$ cat config.mk
export PLATFORM = sky130hd
export DESIGN_NAME = afifo_top
export DESIGN_NICKNAME = d
export VERILOG_FILES = /design/src/logic/afifo_pkg.sv /design/src/logic/afifo_top.sv
export VERILOG_INCLUDE_DIRS = /design/src /design/src/logic
export SDC_FILE = /design/constraint.sdc
export NUM_CORES = 1
export LEC_CHECK = 0
export BUFFER_PORTS_ARGS = -buffer_cell sky130_fd_sc_hd__clkbuf_2
export CORE_ASPECT_RATIO = 0.75
export CORE_MARGIN = 2
export CORE_UTILIZATION = 51
export CTS_BUF_LIST = sky130_fd_sc_hd__clkbuf_8
export CTS_CLUSTER_DIAMETER = 50
export CTS_CLUSTER_SIZE = 30
export DETAILED_ROUTE_END_ITERATION = 7
export GPL_TIMING_DRIVEN = 0
export MAX_ROUTING_LAYER = met4
export PLACE_DENSITY = 0.78
export REMOVE_ABC_BUFFERS = 1
export SLEW_MARGIN = 20
export SYNTH_ARGS = -nofsm -noshare
export SYNTH_HDL_FRONTEND = slang
export SYNTH_SLANG_ARGS = --single-unit
$ cat constraint.sdc
create_clock -name clk -period 10 [get_ports clk]
set_input_delay 0.5 -clock clk [delete_from_list [all_inputs] [get_ports clk]]
set_output_delay 0.5 -clock clk [all_outputs]
set_load 0.05 [all_outputs]
$ cat src/logic/afifo_regs.svh
// constants of the 16x5 strobed fifo: geometry, register map, reset values, timing
`ifndef AFIFO_REGS_SVH
`define AFIFO_REGS_SVH

//------------------------------------------------------------
// geometry
//------------------------------------------------------------
`define AFIFO_DEPTH           5'h10
`define AFIFO_DEPTH_M1        5'h0f
`define AFIFO_ONE             5'h01
`define AFIFO_ZERO            5'h00

//------------------------------------------------------------
// register byte offsets
//------------------------------------------------------------
`define AFIFO_CTRL_OFF        32'h0000_0000
`define AFIFO_STATUS_OFF      32'h0000_0004
`define AFIFO_DATA_OFF        32'h0000_0008

//------------------------------------------------------------
// field positions
//------------------------------------------------------------
`define AFIFO_CTRL_CLR_BIT    0
`define AFIFO_STAT_CNT_LSB    0
`define AFIFO_STAT_FLAG_LSB   8
`define AFIFO_STAT_OE_BIT     12

//------------------------------------------------------------
// reset values and bus answers
//------------------------------------------------------------
`define AFIFO_FLAGS_RST       4'hd
`define AFIFO_PINS_RST        4'h2
`define AFIFO_RESP_OKAY       2'h0
`define AFIFO_RESP_DECERR     2'h3

//------------------------------------------------------------
// timing
//------------------------------------------------------------
`define AFIFO_CLK_PERIOD_NS   10
`define AFIFO_STROBE_MAX_MHZ  40
`define AFIFO_STROBE_MIN_NS   (1000 / `AFIFO_STROBE_MAX_MHZ)
`define AFIFO_STROBE_MIN_CYC  ((`AFIFO_STROBE_MIN_NS + `AFIFO_CLK_PERIOD_NS - 1) / `AFIFO_CLK_PERIOD_NS)

`endif

$ cat src/logic/afifo_pkg.sv
// types shared by the 16x5 strobed fifo
package afifo_pkg;

  typedef logic [4:0] afifo_word_type;
  typedef logic [4:0] afifo_ptr_type;

  typedef struct packed {
    logic no_room_n;
    logic one_slot_n;
    logic no_words_n;
    logic one_word_n;
  } afifo_flags_type;

  typedef struct packed {
    logic load;
    logic unload;
    logic reset_n;
    logic drive_en;
  } afifo_pins_type;

endpackage

$ cat src/logic/afifo_top.sv
// 16x5 fifo with strobed load and unload pins, status flags and an axi4-lite slave
`timescale 1ns/1ns
`include "afifo_regs.svh"

// Function
// - sixteen five-bit words, delivered in order
// - strobes independent, standstill up to 40 MHz
// - load rising edge stores input word
// - unload rising edge drops oldest, shows next
// - full when loads exceed unloads by sixteen
// - loads ignored entirely while full
// - unloads ignored entirely while empty
// - no-room flag low at sixteen words
// - one-slot flag low at fifteen words
// - no-words flag low at zero words
// - one-word flag low at one word
// - reset low clears pointers, sets flags
// - reset leaves data outputs undefined
// - first load shows word, raises no-words
// - shown word stays until unloaded
// - outputs equal inputs, not inverted
// - drive enable low floats data outputs
// - drive enable never touches status flags
module afifo_top (
  input  wire logic                      clk,
  input  wire logic                      rst,
  input  wire logic                      load_strobe,
  input  wire logic                      unload_strobe,
  input  wire logic                      reset_n,
  input  wire logic                      drive_en,
  input  wire afifo_pkg::afifo_word_type data_in,
  output logic      [4:0]                q_out,
  output logic      [4:0]                q_oe,
  output afifo_pkg::afifo_flags_type     flags_out,
  input  wire logic [31:0]               s_axi_awaddr,
  input  wire logic                      s_axi_awvalid,
  output logic                           s_axi_awready,
  input  wire logic [31:0]               s_axi_wdata,
  input  wire logic [3:0]                s_axi_wstrb,
  input  wire logic                      s_axi_wvalid,
  output logic                           s_axi_wready,
  output logic [1:0]                     s_axi_bresp,
  output logic                           s_axi_bvalid,
  input  wire logic                      s_axi_bready,
  input  wire logic [31:0]               s_axi_araddr,
  input  wire logic                      s_axi_arvalid,
  output logic                           s_axi_arready,
  output logic [31:0]                    s_axi_rdata,
  output logic [1:0]                     s_axi_rresp,
  output logic                           s_axi_rvalid,
  input  wire logic                      s_axi_rready
);

  //------------------------------------------------------------
  // declarations
  //------------------------------------------------------------
  afifo_pkg::afifo_pins_type pins_s1;
  afifo_pkg::afifo_pins_type pins_s2;
  afifo_pkg::afifo_word_type din_s1;
  afifo_pkg::afifo_word_type din_s2;
  logic                      ld_s3;
  logic                      ul_s3;
  logic                      ld_rise;
  logic                      ul_rise;
  logic                      ld_ok;
  logic                      ul_ok;
  logic                      clr;
  logic                      soft_clr_r;
  afifo_pkg::afifo_ptr_type  wr_ptr_r;
  afifo_pkg::afifo_ptr_type  rd_ptr_r;
  afifo_pkg::afifo_ptr_type  wr_ptr_nxt;
  afifo_pkg::afifo_ptr_type  rd_ptr_nxt;
  afifo_pkg::afifo_ptr_type  count_r;
  afifo_pkg::afifo_ptr_type  count_nxt;
  afifo_pkg::afifo_word_type mem_r [16];
  afifo_pkg::afifo_word_type q_r;
  afifo_pkg::afifo_word_type q_nxt;
  logic [31:0]               aw_addr_r;
  logic [31:0]               w_data_r;
  logic [3:0]                w_strb_r;
  logic                      wr_fire;

  //------------------------------------------------------------
  // helpers
  //------------------------------------------------------------
  function automatic afifo_pkg::afifo_flags_type flags_of(input afifo_pkg::afifo_ptr_type cnt);
    afifo_pkg::afifo_flags_type f;
    f.no_room_n  = (cnt != `AFIFO_DEPTH);
    f.one_slot_n = (cnt != `AFIFO_DEPTH_M1);
    f.no_words_n = (cnt != `AFIFO_ZERO);
    f.one_word_n = (cnt != `AFIFO_ONE);
    return f;
  endfunction

  function automatic logic addr_known(input logic [31:0] addr);
    logic k;
    k = 1'b0;
    if (addr == `AFIFO_CTRL_OFF) begin
      k = 1'b1;
    end else if (addr == `AFIFO_STATUS_OFF) begin
      k = 1'b1;
    end else if (addr == `AFIFO_DATA_OFF) begin
      k = 1'b1;
    end
    return k;
  endfunction

  //------------------------------------------------------------
  // pin synchronisers and edge detection
  //------------------------------------------------------------
  always_ff @(posedge clk) begin
    if (rst) begin
      pins_s1 <= afifo_pkg::afifo_pins_type'(`AFIFO_PINS_RST);
      pins_s2 <= afifo_pkg::afifo_pins_type'(`AFIFO_PINS_RST);
      din_s1  <= 5'h00;
      din_s2  <= 5'h00;
      ld_s3   <= 1'b0;
      ul_s3   <= 1'b0;
    end else begin
      pins_s1 <= {load_strobe, unload_strobe, reset_n, drive_en};
      pins_s2 <= pins_s1;
      din_s1  <= data_in;
      din_s2  <= din_s1;
      ld_s3   <= pins_s2.load;
      ul_s3   <= pins_s2.unload;
    end
  end

  // each strobe has its own detector, no ordering between them
  assign ld_rise = pins_s2.load & ~ld_s3;
  assign ul_rise = pins_s2.unload & ~ul_s3;

  // pin reset is a level; soft clear is a one-cycle pulse
  assign clr = ~pins_s2.reset_n | soft_clr_r;

  //------------------------------------------------------------
  // pointers and occupancy
  //------------------------------------------------------------
  assign count_r = wr_ptr_r - rd_ptr_r;
  assign ld_ok   = ld_rise & (count_r != `AFIFO_DEPTH) & ~clr;
  assign ul_ok   = ul_rise & (count_r != `AFIFO_ZERO) & ~clr;

  always_comb begin
    wr_ptr_nxt = wr_ptr_r;
    rd_ptr_nxt = rd_ptr_r;
    if (clr) begin
      wr_ptr_nxt = `AFIFO_ZERO;
      rd_ptr_nxt = `AFIFO_ZERO;
    end else begin
      if (ld_ok) begin
        wr_ptr_nxt = wr_ptr_r + `AFIFO_ONE;
      end
      if (ul_ok) begin
        rd_ptr_nxt = rd_ptr_r + `AFIFO_ONE;
      end
    end
  end

  assign count_nxt = wr_ptr_nxt - rd_ptr_nxt;

  always_ff @(posedge clk) begin
    if (rst) begin
      wr_ptr_r <= `AFIFO_ZERO;
      rd_ptr_r <= `AFIFO_ZERO;
    end else begin
      wr_ptr_r <= wr_ptr_nxt;
      rd_ptr_r <= rd_ptr_nxt;
    end
  end

  //------------------------------------------------------------
  // storage, left without reset so stale words stay undefined
  //------------------------------------------------------------
  always_ff @(posedge clk) begin
    if (ld_ok) begin
      mem_r[wr_ptr_r[3:0]] <= din_s2;
    end
  end

  //------------------------------------------------------------
  // head word, with fall-through when the load fills the head slot
  //------------------------------------------------------------
  always_comb begin
    q_nxt = q_r;
    if (count_nxt != `AFIFO_ZERO && !clr) begin
      if (ld_ok && wr_ptr_r[3:0] == rd_ptr_nxt[3:0]) begin
        q_nxt = din_s2;
      end else begin
        q_nxt = mem_r[rd_ptr_nxt[3:0]];
      end
    end
  end

  always_ff @(posedge clk) begin
    if (rst) begin
      q_r <= 5'h00;
    end else begin
      q_r <= q_nxt;
    end
  end

  //------------------------------------------------------------
  // pin outputs
  //------------------------------------------------------------
  always_ff @(posedge clk) begin
    if (rst) begin
      q_out     <= 5'h00;
      q_oe      <= 5'h00;
      flags_out <= afifo_pkg::afifo_flags_type'(`AFIFO_FLAGS_RST);
    end else begin
      q_out     <= q_nxt;
      q_oe      <= {5{pins_s2.drive_en}};
      flags_out <= flags_of(count_nxt);
    end
  end

  //------------------------------------------------------------
  // axi4-lite write channel
  //------------------------------------------------------------
  assign wr_fire = ~s_axi_awready & ~s_axi_wready & ~s_axi_bvalid;

  always_ff @(posedge clk) begin
    if (rst) begin
      s_axi_awready <= 1'b1;
      s_axi_wready  <= 1'b1;
      s_axi_bvalid  <= 1'b0;
      s_axi_bresp   <= `AFIFO_RESP_OKAY;
      aw_addr_r     <= 32'h0000_0000;
      w_data_r      <= 32'h0000_0000;
      w_strb_r      <= 4'h0;
    end else begin
      if (s_axi_awvalid && s_axi_awready) begin
        s_axi_awready <= 1'b0;
        aw_addr_r     <= s_axi_awaddr;
      end
      if (s_axi_wvalid && s_axi_wready) begin
        s_axi_wready <= 1'b0;
        w_data_r     <= s_axi_wdata;
        w_strb_r     <= s_axi_wstrb;
      end
      if (wr_fire) begin
        s_axi_bvalid <= 1'b1;
        s_axi_bresp  <= addr_known(aw_addr_r) ? `AFIFO_RESP_OKAY : `AFIFO_RESP_DECERR;
      end
      if (s_axi_bvalid && s_axi_bready) begin
        s_axi_bvalid  <= 1'b0;
        s_axi_awready <= 1'b1;
        s_axi_wready  <= 1'b1;
      end
    end
  end

  // writing one to the clear bit empties the fifo like the reset pin
  always_ff @(posedge clk) begin
    if (rst) begin
      soft_clr_r <= 1'b0;
    end else begin
      soft_clr_r <= wr_fire && (aw_addr_r == `AFIFO_CTRL_OFF) && w_strb_r[0]
                    && w_data_r[`AFIFO_CTRL_CLR_BIT];
    end
  end

  //------------------------------------------------------------
  // axi4-lite read channel
  //------------------------------------------------------------
  always_ff @(posedge clk) begin
    if (rst) begin
      s_axi_arready <= 1'b1;
      s_axi_rvalid  <= 1'b0;
      s_axi_rresp   <= `AFIFO_RESP_OKAY;
      s_axi_rdata   <= 32'h0000_0000;
    end else begin
      if (s_axi_arvalid && s_axi_arready) begin
        s_axi_arready <= 1'b0;
        s_axi_rvalid  <= 1'b1;
        s_axi_rresp   <= addr_known(s_axi_araddr) ? `AFIFO_RESP_OKAY : `AFIFO_RESP_DECERR;
        s_axi_rdata   <= 32'h0000_0000;
        if (s_axi_araddr == `AFIFO_STATUS_OFF) begin
          s_axi_rdata[`AFIFO_STAT_CNT_LSB +: 5]  <= count_r;
          s_axi_rdata[`AFIFO_STAT_FLAG_LSB +: 4] <= flags_out;
          s_axi_rdata[`AFIFO_STAT_OE_BIT]        <= pins_s2.drive_en;
        end else if (s_axi_araddr == `AFIFO_DATA_OFF) begin
          s_axi_rdata[4:0] <= q_r;
        end
      end
      if (s_axi_rvalid && s_axi_rready) begin
        s_axi_rvalid  <= 1'b0;
        s_axi_arready <= 1'b1;
      end
    end
  end

  //------------------------------------------------------------
  // assertions
  //------------------------------------------------------------
  full_ignores_a: assert property (@(posedge clk) disable iff (rst)
    (count_r == `AFIFO_DEPTH) && ld_rise && !ul_rise && !clr |=>
      (wr_ptr_r == $past(wr_ptr_r)) && !flags_out.no_room_n)
    else $error("load taken while full");

  empty_ignores_a: assert property (@(posedge clk) disable iff (rst)
    (count_r == `AFIFO_ZERO) && ul_rise && !ld_rise && !clr |=>
      (rd_ptr_r == $past(rd_ptr_r)) && !flags_out.no_words_n)
    else $error("unload taken while empty");

  load_store_a: assert property (@(posedge clk) disable iff (rst)
    ld_ok |=> (mem_r[$past(wr_ptr_r[3:0])] == $past(din_s2)) &&
              (wr_ptr_r == $past(wr_ptr_r) + 5'h01))
    else $error("load word not stored");

  unload_step_a: assert property (@(posedge clk) disable iff (rst)
    ul_ok |=> rd_ptr_r == $past(rd_ptr_r) + 5'h01)
    else $error("unload did not advance");

  no_room_a: assert property (@(posedge clk) disable iff (rst)
    flags_out.no_room_n == (count_r != `AFIFO_DEPTH))
    else $error("no-room flag wrong");

  one_slot_a: assert property (@(posedge clk) disable iff (rst)
    flags_out.one_slot_n == (count_r != `AFIFO_DEPTH_M1))
    else $error("one-slot flag wrong");

  no_words_a: assert property (@(posedge clk) disable iff (rst)
    flags_out.no_words_n == (count_r != `AFIFO_ZERO))
    else $error("no-words flag wrong");

  one_word_a: assert property (@(posedge clk) disable iff (rst)
    flags_out.one_word_n == (count_r != `AFIFO_ONE))
    else $error("one-word flag wrong");

  pin_clear_a: assert property (@(posedge clk) disable iff (rst)
    clr |=> (wr_ptr_r == `AFIFO_ZERO) && (rd_ptr_r == `AFIFO_ZERO) &&
            !flags_out.no_words_n && flags_out.no_room_n && flags_out.one_word_n)
    else $error("clear did not empty fifo");

  first_word_a: assert property (@(posedge clk) disable iff (rst)
    ld_ok && (count_r == `AFIFO_ZERO) |=> (q_out == $past(din_s2)) && flags_out.no_words_n)
    else $error("first word not shown");

  head_word_a: assert property (@(posedge clk) disable iff (rst)
    (count_r != `AFIFO_ZERO) |-> (q_out == mem_r[rd_ptr_r[3:0]]) && (q_out == q_r))
    else $error("head word not shown");

  drive_follow_a: assert property (@(posedge clk) disable iff (rst)
    $rose(pins_s2.drive_en) |=> (q_oe == 5'h1f) [*2])
    else $error("drive enable not followed");

endmodule // afifo_top
==> flow_metrics.tcl <==
set metrics [dict create \
    status "finished, final reports clean" \
    post-route-min-period_ps 5016 \
    fp.dieH_um 109.0 \
    initial_core_util_pct 51.99 \
    firstDrtPassIters 5 \
    synth.top_cell.area_share_pct 32.07 \
    grt_usage_pct 19.64 \
    avgViaCountPerCell 5.161 \
    setup_viol 0 \
    path_max_fanout 42 \
    power_density_nw_per_um2 168.4 \
    clock_path_buffers 2 \
    drive_gt1_share_pct 22.31 \
    grt_pass1_vias 4585 \
    path_clk_slew_ps 100 \
    synth_fa_ha_area_share_pct 2.706 \
    nets 907 \
    yosysTopAreaCell "edfxtp_1" \
    wl_per_cell_um 14.61 \
    syn_area_um2 7490 \
    cts_resized 0 \
    ys.flop_type "dfxtp_1" \
    setup_tns_ps 0 \
    yosysSeqAreaShare_pct 56.67 \
    grt_max_degree 66 \
    io_pins 171 \
    min_period_over_period_pct 50.16 \
    grt_remaining_overflow 0 \
    drc 0 \
    hp-class "in -> reg" \
    syn_to_final_growth_pct 13.50 \
    fin_skew_ps 13.50 \
    hold_violations 0 \
    gp_congestion 0.9597 \
    synth_edf_count 80 \
    drv_slew 0 \
    yosysUniqueCellTypes 61 \
    mostFrequentLayoutCell "clkbuf_2" \
    synth_seq_cells 172 \
    max_freq_mhz 199.4 \
    portBuffers 114 \
    htreeDepth 4 \
    start_kind "flop" \
    antenna_found_initial 0 \
    cts-root-buf "clkbuf_8" \
    critPathKind "reg -> reg" \
    syn_avg_cell_area_um2 11.06 \
    post_cts_buffers 0 \
    core_area_um2 14410 \
    cp.arrival_ps 5410 \
    drt-total-wl_um 14450 \
    drtIter0Drc 320 \
    p_leak_nw 3.521 \
    dp_hpwl_um 10370 \
    drt.antenna.violating_nets 0 \
    dr_total_vias 5104 \
    yosys.area_share.simple_pct 14.70 \
    cts.sinks 172 \
    ys_async_sr_fraction_pct 0 \
    rsz0062_at_grt "no" \
    synth_cells 677 \
    cp_data_required_time_ps 10390 \
    endpoint_kind "flop" \
    relSlewSlack_pct 33.10 \
    synth_compound_area_share_pct 9.405 \
    muxShareOfSynthArea_pct 8.670 \
    clk_latency_ps 460 \
    die_w_um 143.9 \
    timing.hold.ws_ps 220.7 \
    dieArea_um2 15680 \
    synth-xor-area-share_pct 1.871 \
    max-vdd-ir-drop_mv 0.09982 \
    synth_top_family_by_area "simple AND/OR/NAND/NOR gates" \
    drv_cap 0 \
    grt_pass1_wl_um 22690 \
    mostFrequentLayoutCells "113 x clkbuf_2, 95 x nand2_1, 92 x dfxtp_1" \
    fp-row-count 38 \
    synth_warnings 0 \
    holdBufCountCts 0 \
    cts_made_buffers 17 \
    diodes 0 \
    cts_tree "built" \
    yosys-top-cells-area "edfxtp_1 32%, dfxtp_1 25%, mux2i_1 8.0%, nand2_1 4.8%, a21oi_1 3.1%" \
    worst_pin_slew_ps 1003 \
]
routing by layer:
layer / track usage, % / part of all wire (%) / up-vias
met5: - / 0 / -
met4: 5.812 / 1.1 / 0
met3: 4.611 / 6.6 / 15
met2: 28.88 / 43 / 194
met1: 27.33 / 49 / 2335
li1: - / - / 2560
final cells by class:
| type | instances | area (um2) |
|---|---|---|
| Inverter | 19 | 71.32 |
| Tap cell | 200 | 250.2 |
| Clock inverter | 14 | 166.4 |
| Timing Repair Buffer | 117 | 626.9 |
| Multi-Input combinational cell | 449 | 2894 |
| Fill cell | 1179 | 5906 |
| Clock buffer | 18 | 247.7 |
| Sequential cell | 172 | 4244 |
synth_stat cells (all sizes together), types with 6 or more instances:
cell type and count:
xnor2 7, xor2 9, nor2b 22, a221oi 6
nor2 46, a21oi 49, nor3 16, a22oi 9
ha 13, nor4 15, nand2 95, buf 36
a211oi 6, inv 19, nand3 8, a21o 7
edfxtp 80, mux2i 60, dfxtp 92, clkbuf 22
power by group:
group / internal (mW) / switching [mW] / leakage [nW]
clock: 0.219 / 0.279 / 0.213
combinational: 0.0506 / 0.110 / 1.81
sequential: 0.755 / 0.0181 / 1.49
stage by stage:
stage | setup slack, ps | instances | util, % | instance area, um2 | power, mW
finish | 4984 | 989 | 59.01 | 8501 | 1.432
global route | 4568 | 989 | 59.01 | 8501 | 1.487
CTS | 4972 | 989 | 59.01 | 8501 | 1.439
detailed placement | 5002 | 957 | 56.13 | 8087 | 0.9500
global placement | 2235 | 954 | 55.65 | 8016 | 0.9466
floorplan | 3831 | 640 | - | 7196 | 0.8965
worst paths after layout:
check                                             from               endpoint  slack, ps  cells after the start
worst min register to register   pins_s1[1]$_SDFF_PP1_  pins_s2[1]$_SDFF_PP1_        440                      1
worst min-delay path                           reset_n  pins_s1[1]$_SDFF_PP1_        220                      2
worst max register to register  wr_ptr_r[0]$_SDFF_PP0_  q_out[3]$_SDFFE_PP0P_       4980                     18
worst max-delay path            wr_ptr_r[0]$_SDFF_PP0_  q_out[3]$_SDFFE_PP0P_       4980                     18
flip-flops by register name, summed over array words and instances (netlist names):
register	cells
wr_ptr_r	5
q_out	5
aw_addr_r	32
din_s2	5
s_axi_arready	1
soft_clr_r	1
s_axi_bvalid	1
ld_s3	1
din_s1	5
pins_s2	4
flags_out	4
q_oe	1
s_axi_rresp	1
s_axi_bresp	1
s_axi_awready	1
w_strb_r	1
s_axi_rvalid	1
s_axi_wready	1
pins_s1	4
s_axi_rdata	10
w_data_r	1
mem_r	80
rd_ptr_r	5
ul_s3	1
critical path: stages (launching register included):
cell	delay [ps]
dfxtp_1	490
inv_1	210
ha_1	260
fa_1	400
xnor2_1	330
a211oi_1	110
or2_4	300
a21oi_4	240
mux2_4	580
inv_1	150
ha_1	150
inv_1	60
fa_1	430
a21o_1	200
a21oi_1	240
xor2_1	270
a21oi_4	140
o31a_2	170
a211oi_2	200
cell families (layout without fill, tap and decap cells):
family                   Yosys count  in the layout
buffers and inverters             77            168
XOR/XNOR                          16             16
other                              1             22
multiplexers                      64             64
adder cells (fa/ha/maj)           15             15
AND/OR/NAND/NOR                  231            231
AO/OA/AOI/OAI                    101            101
flip-flops                       172            172
Power figures use the tool's default switching activity.
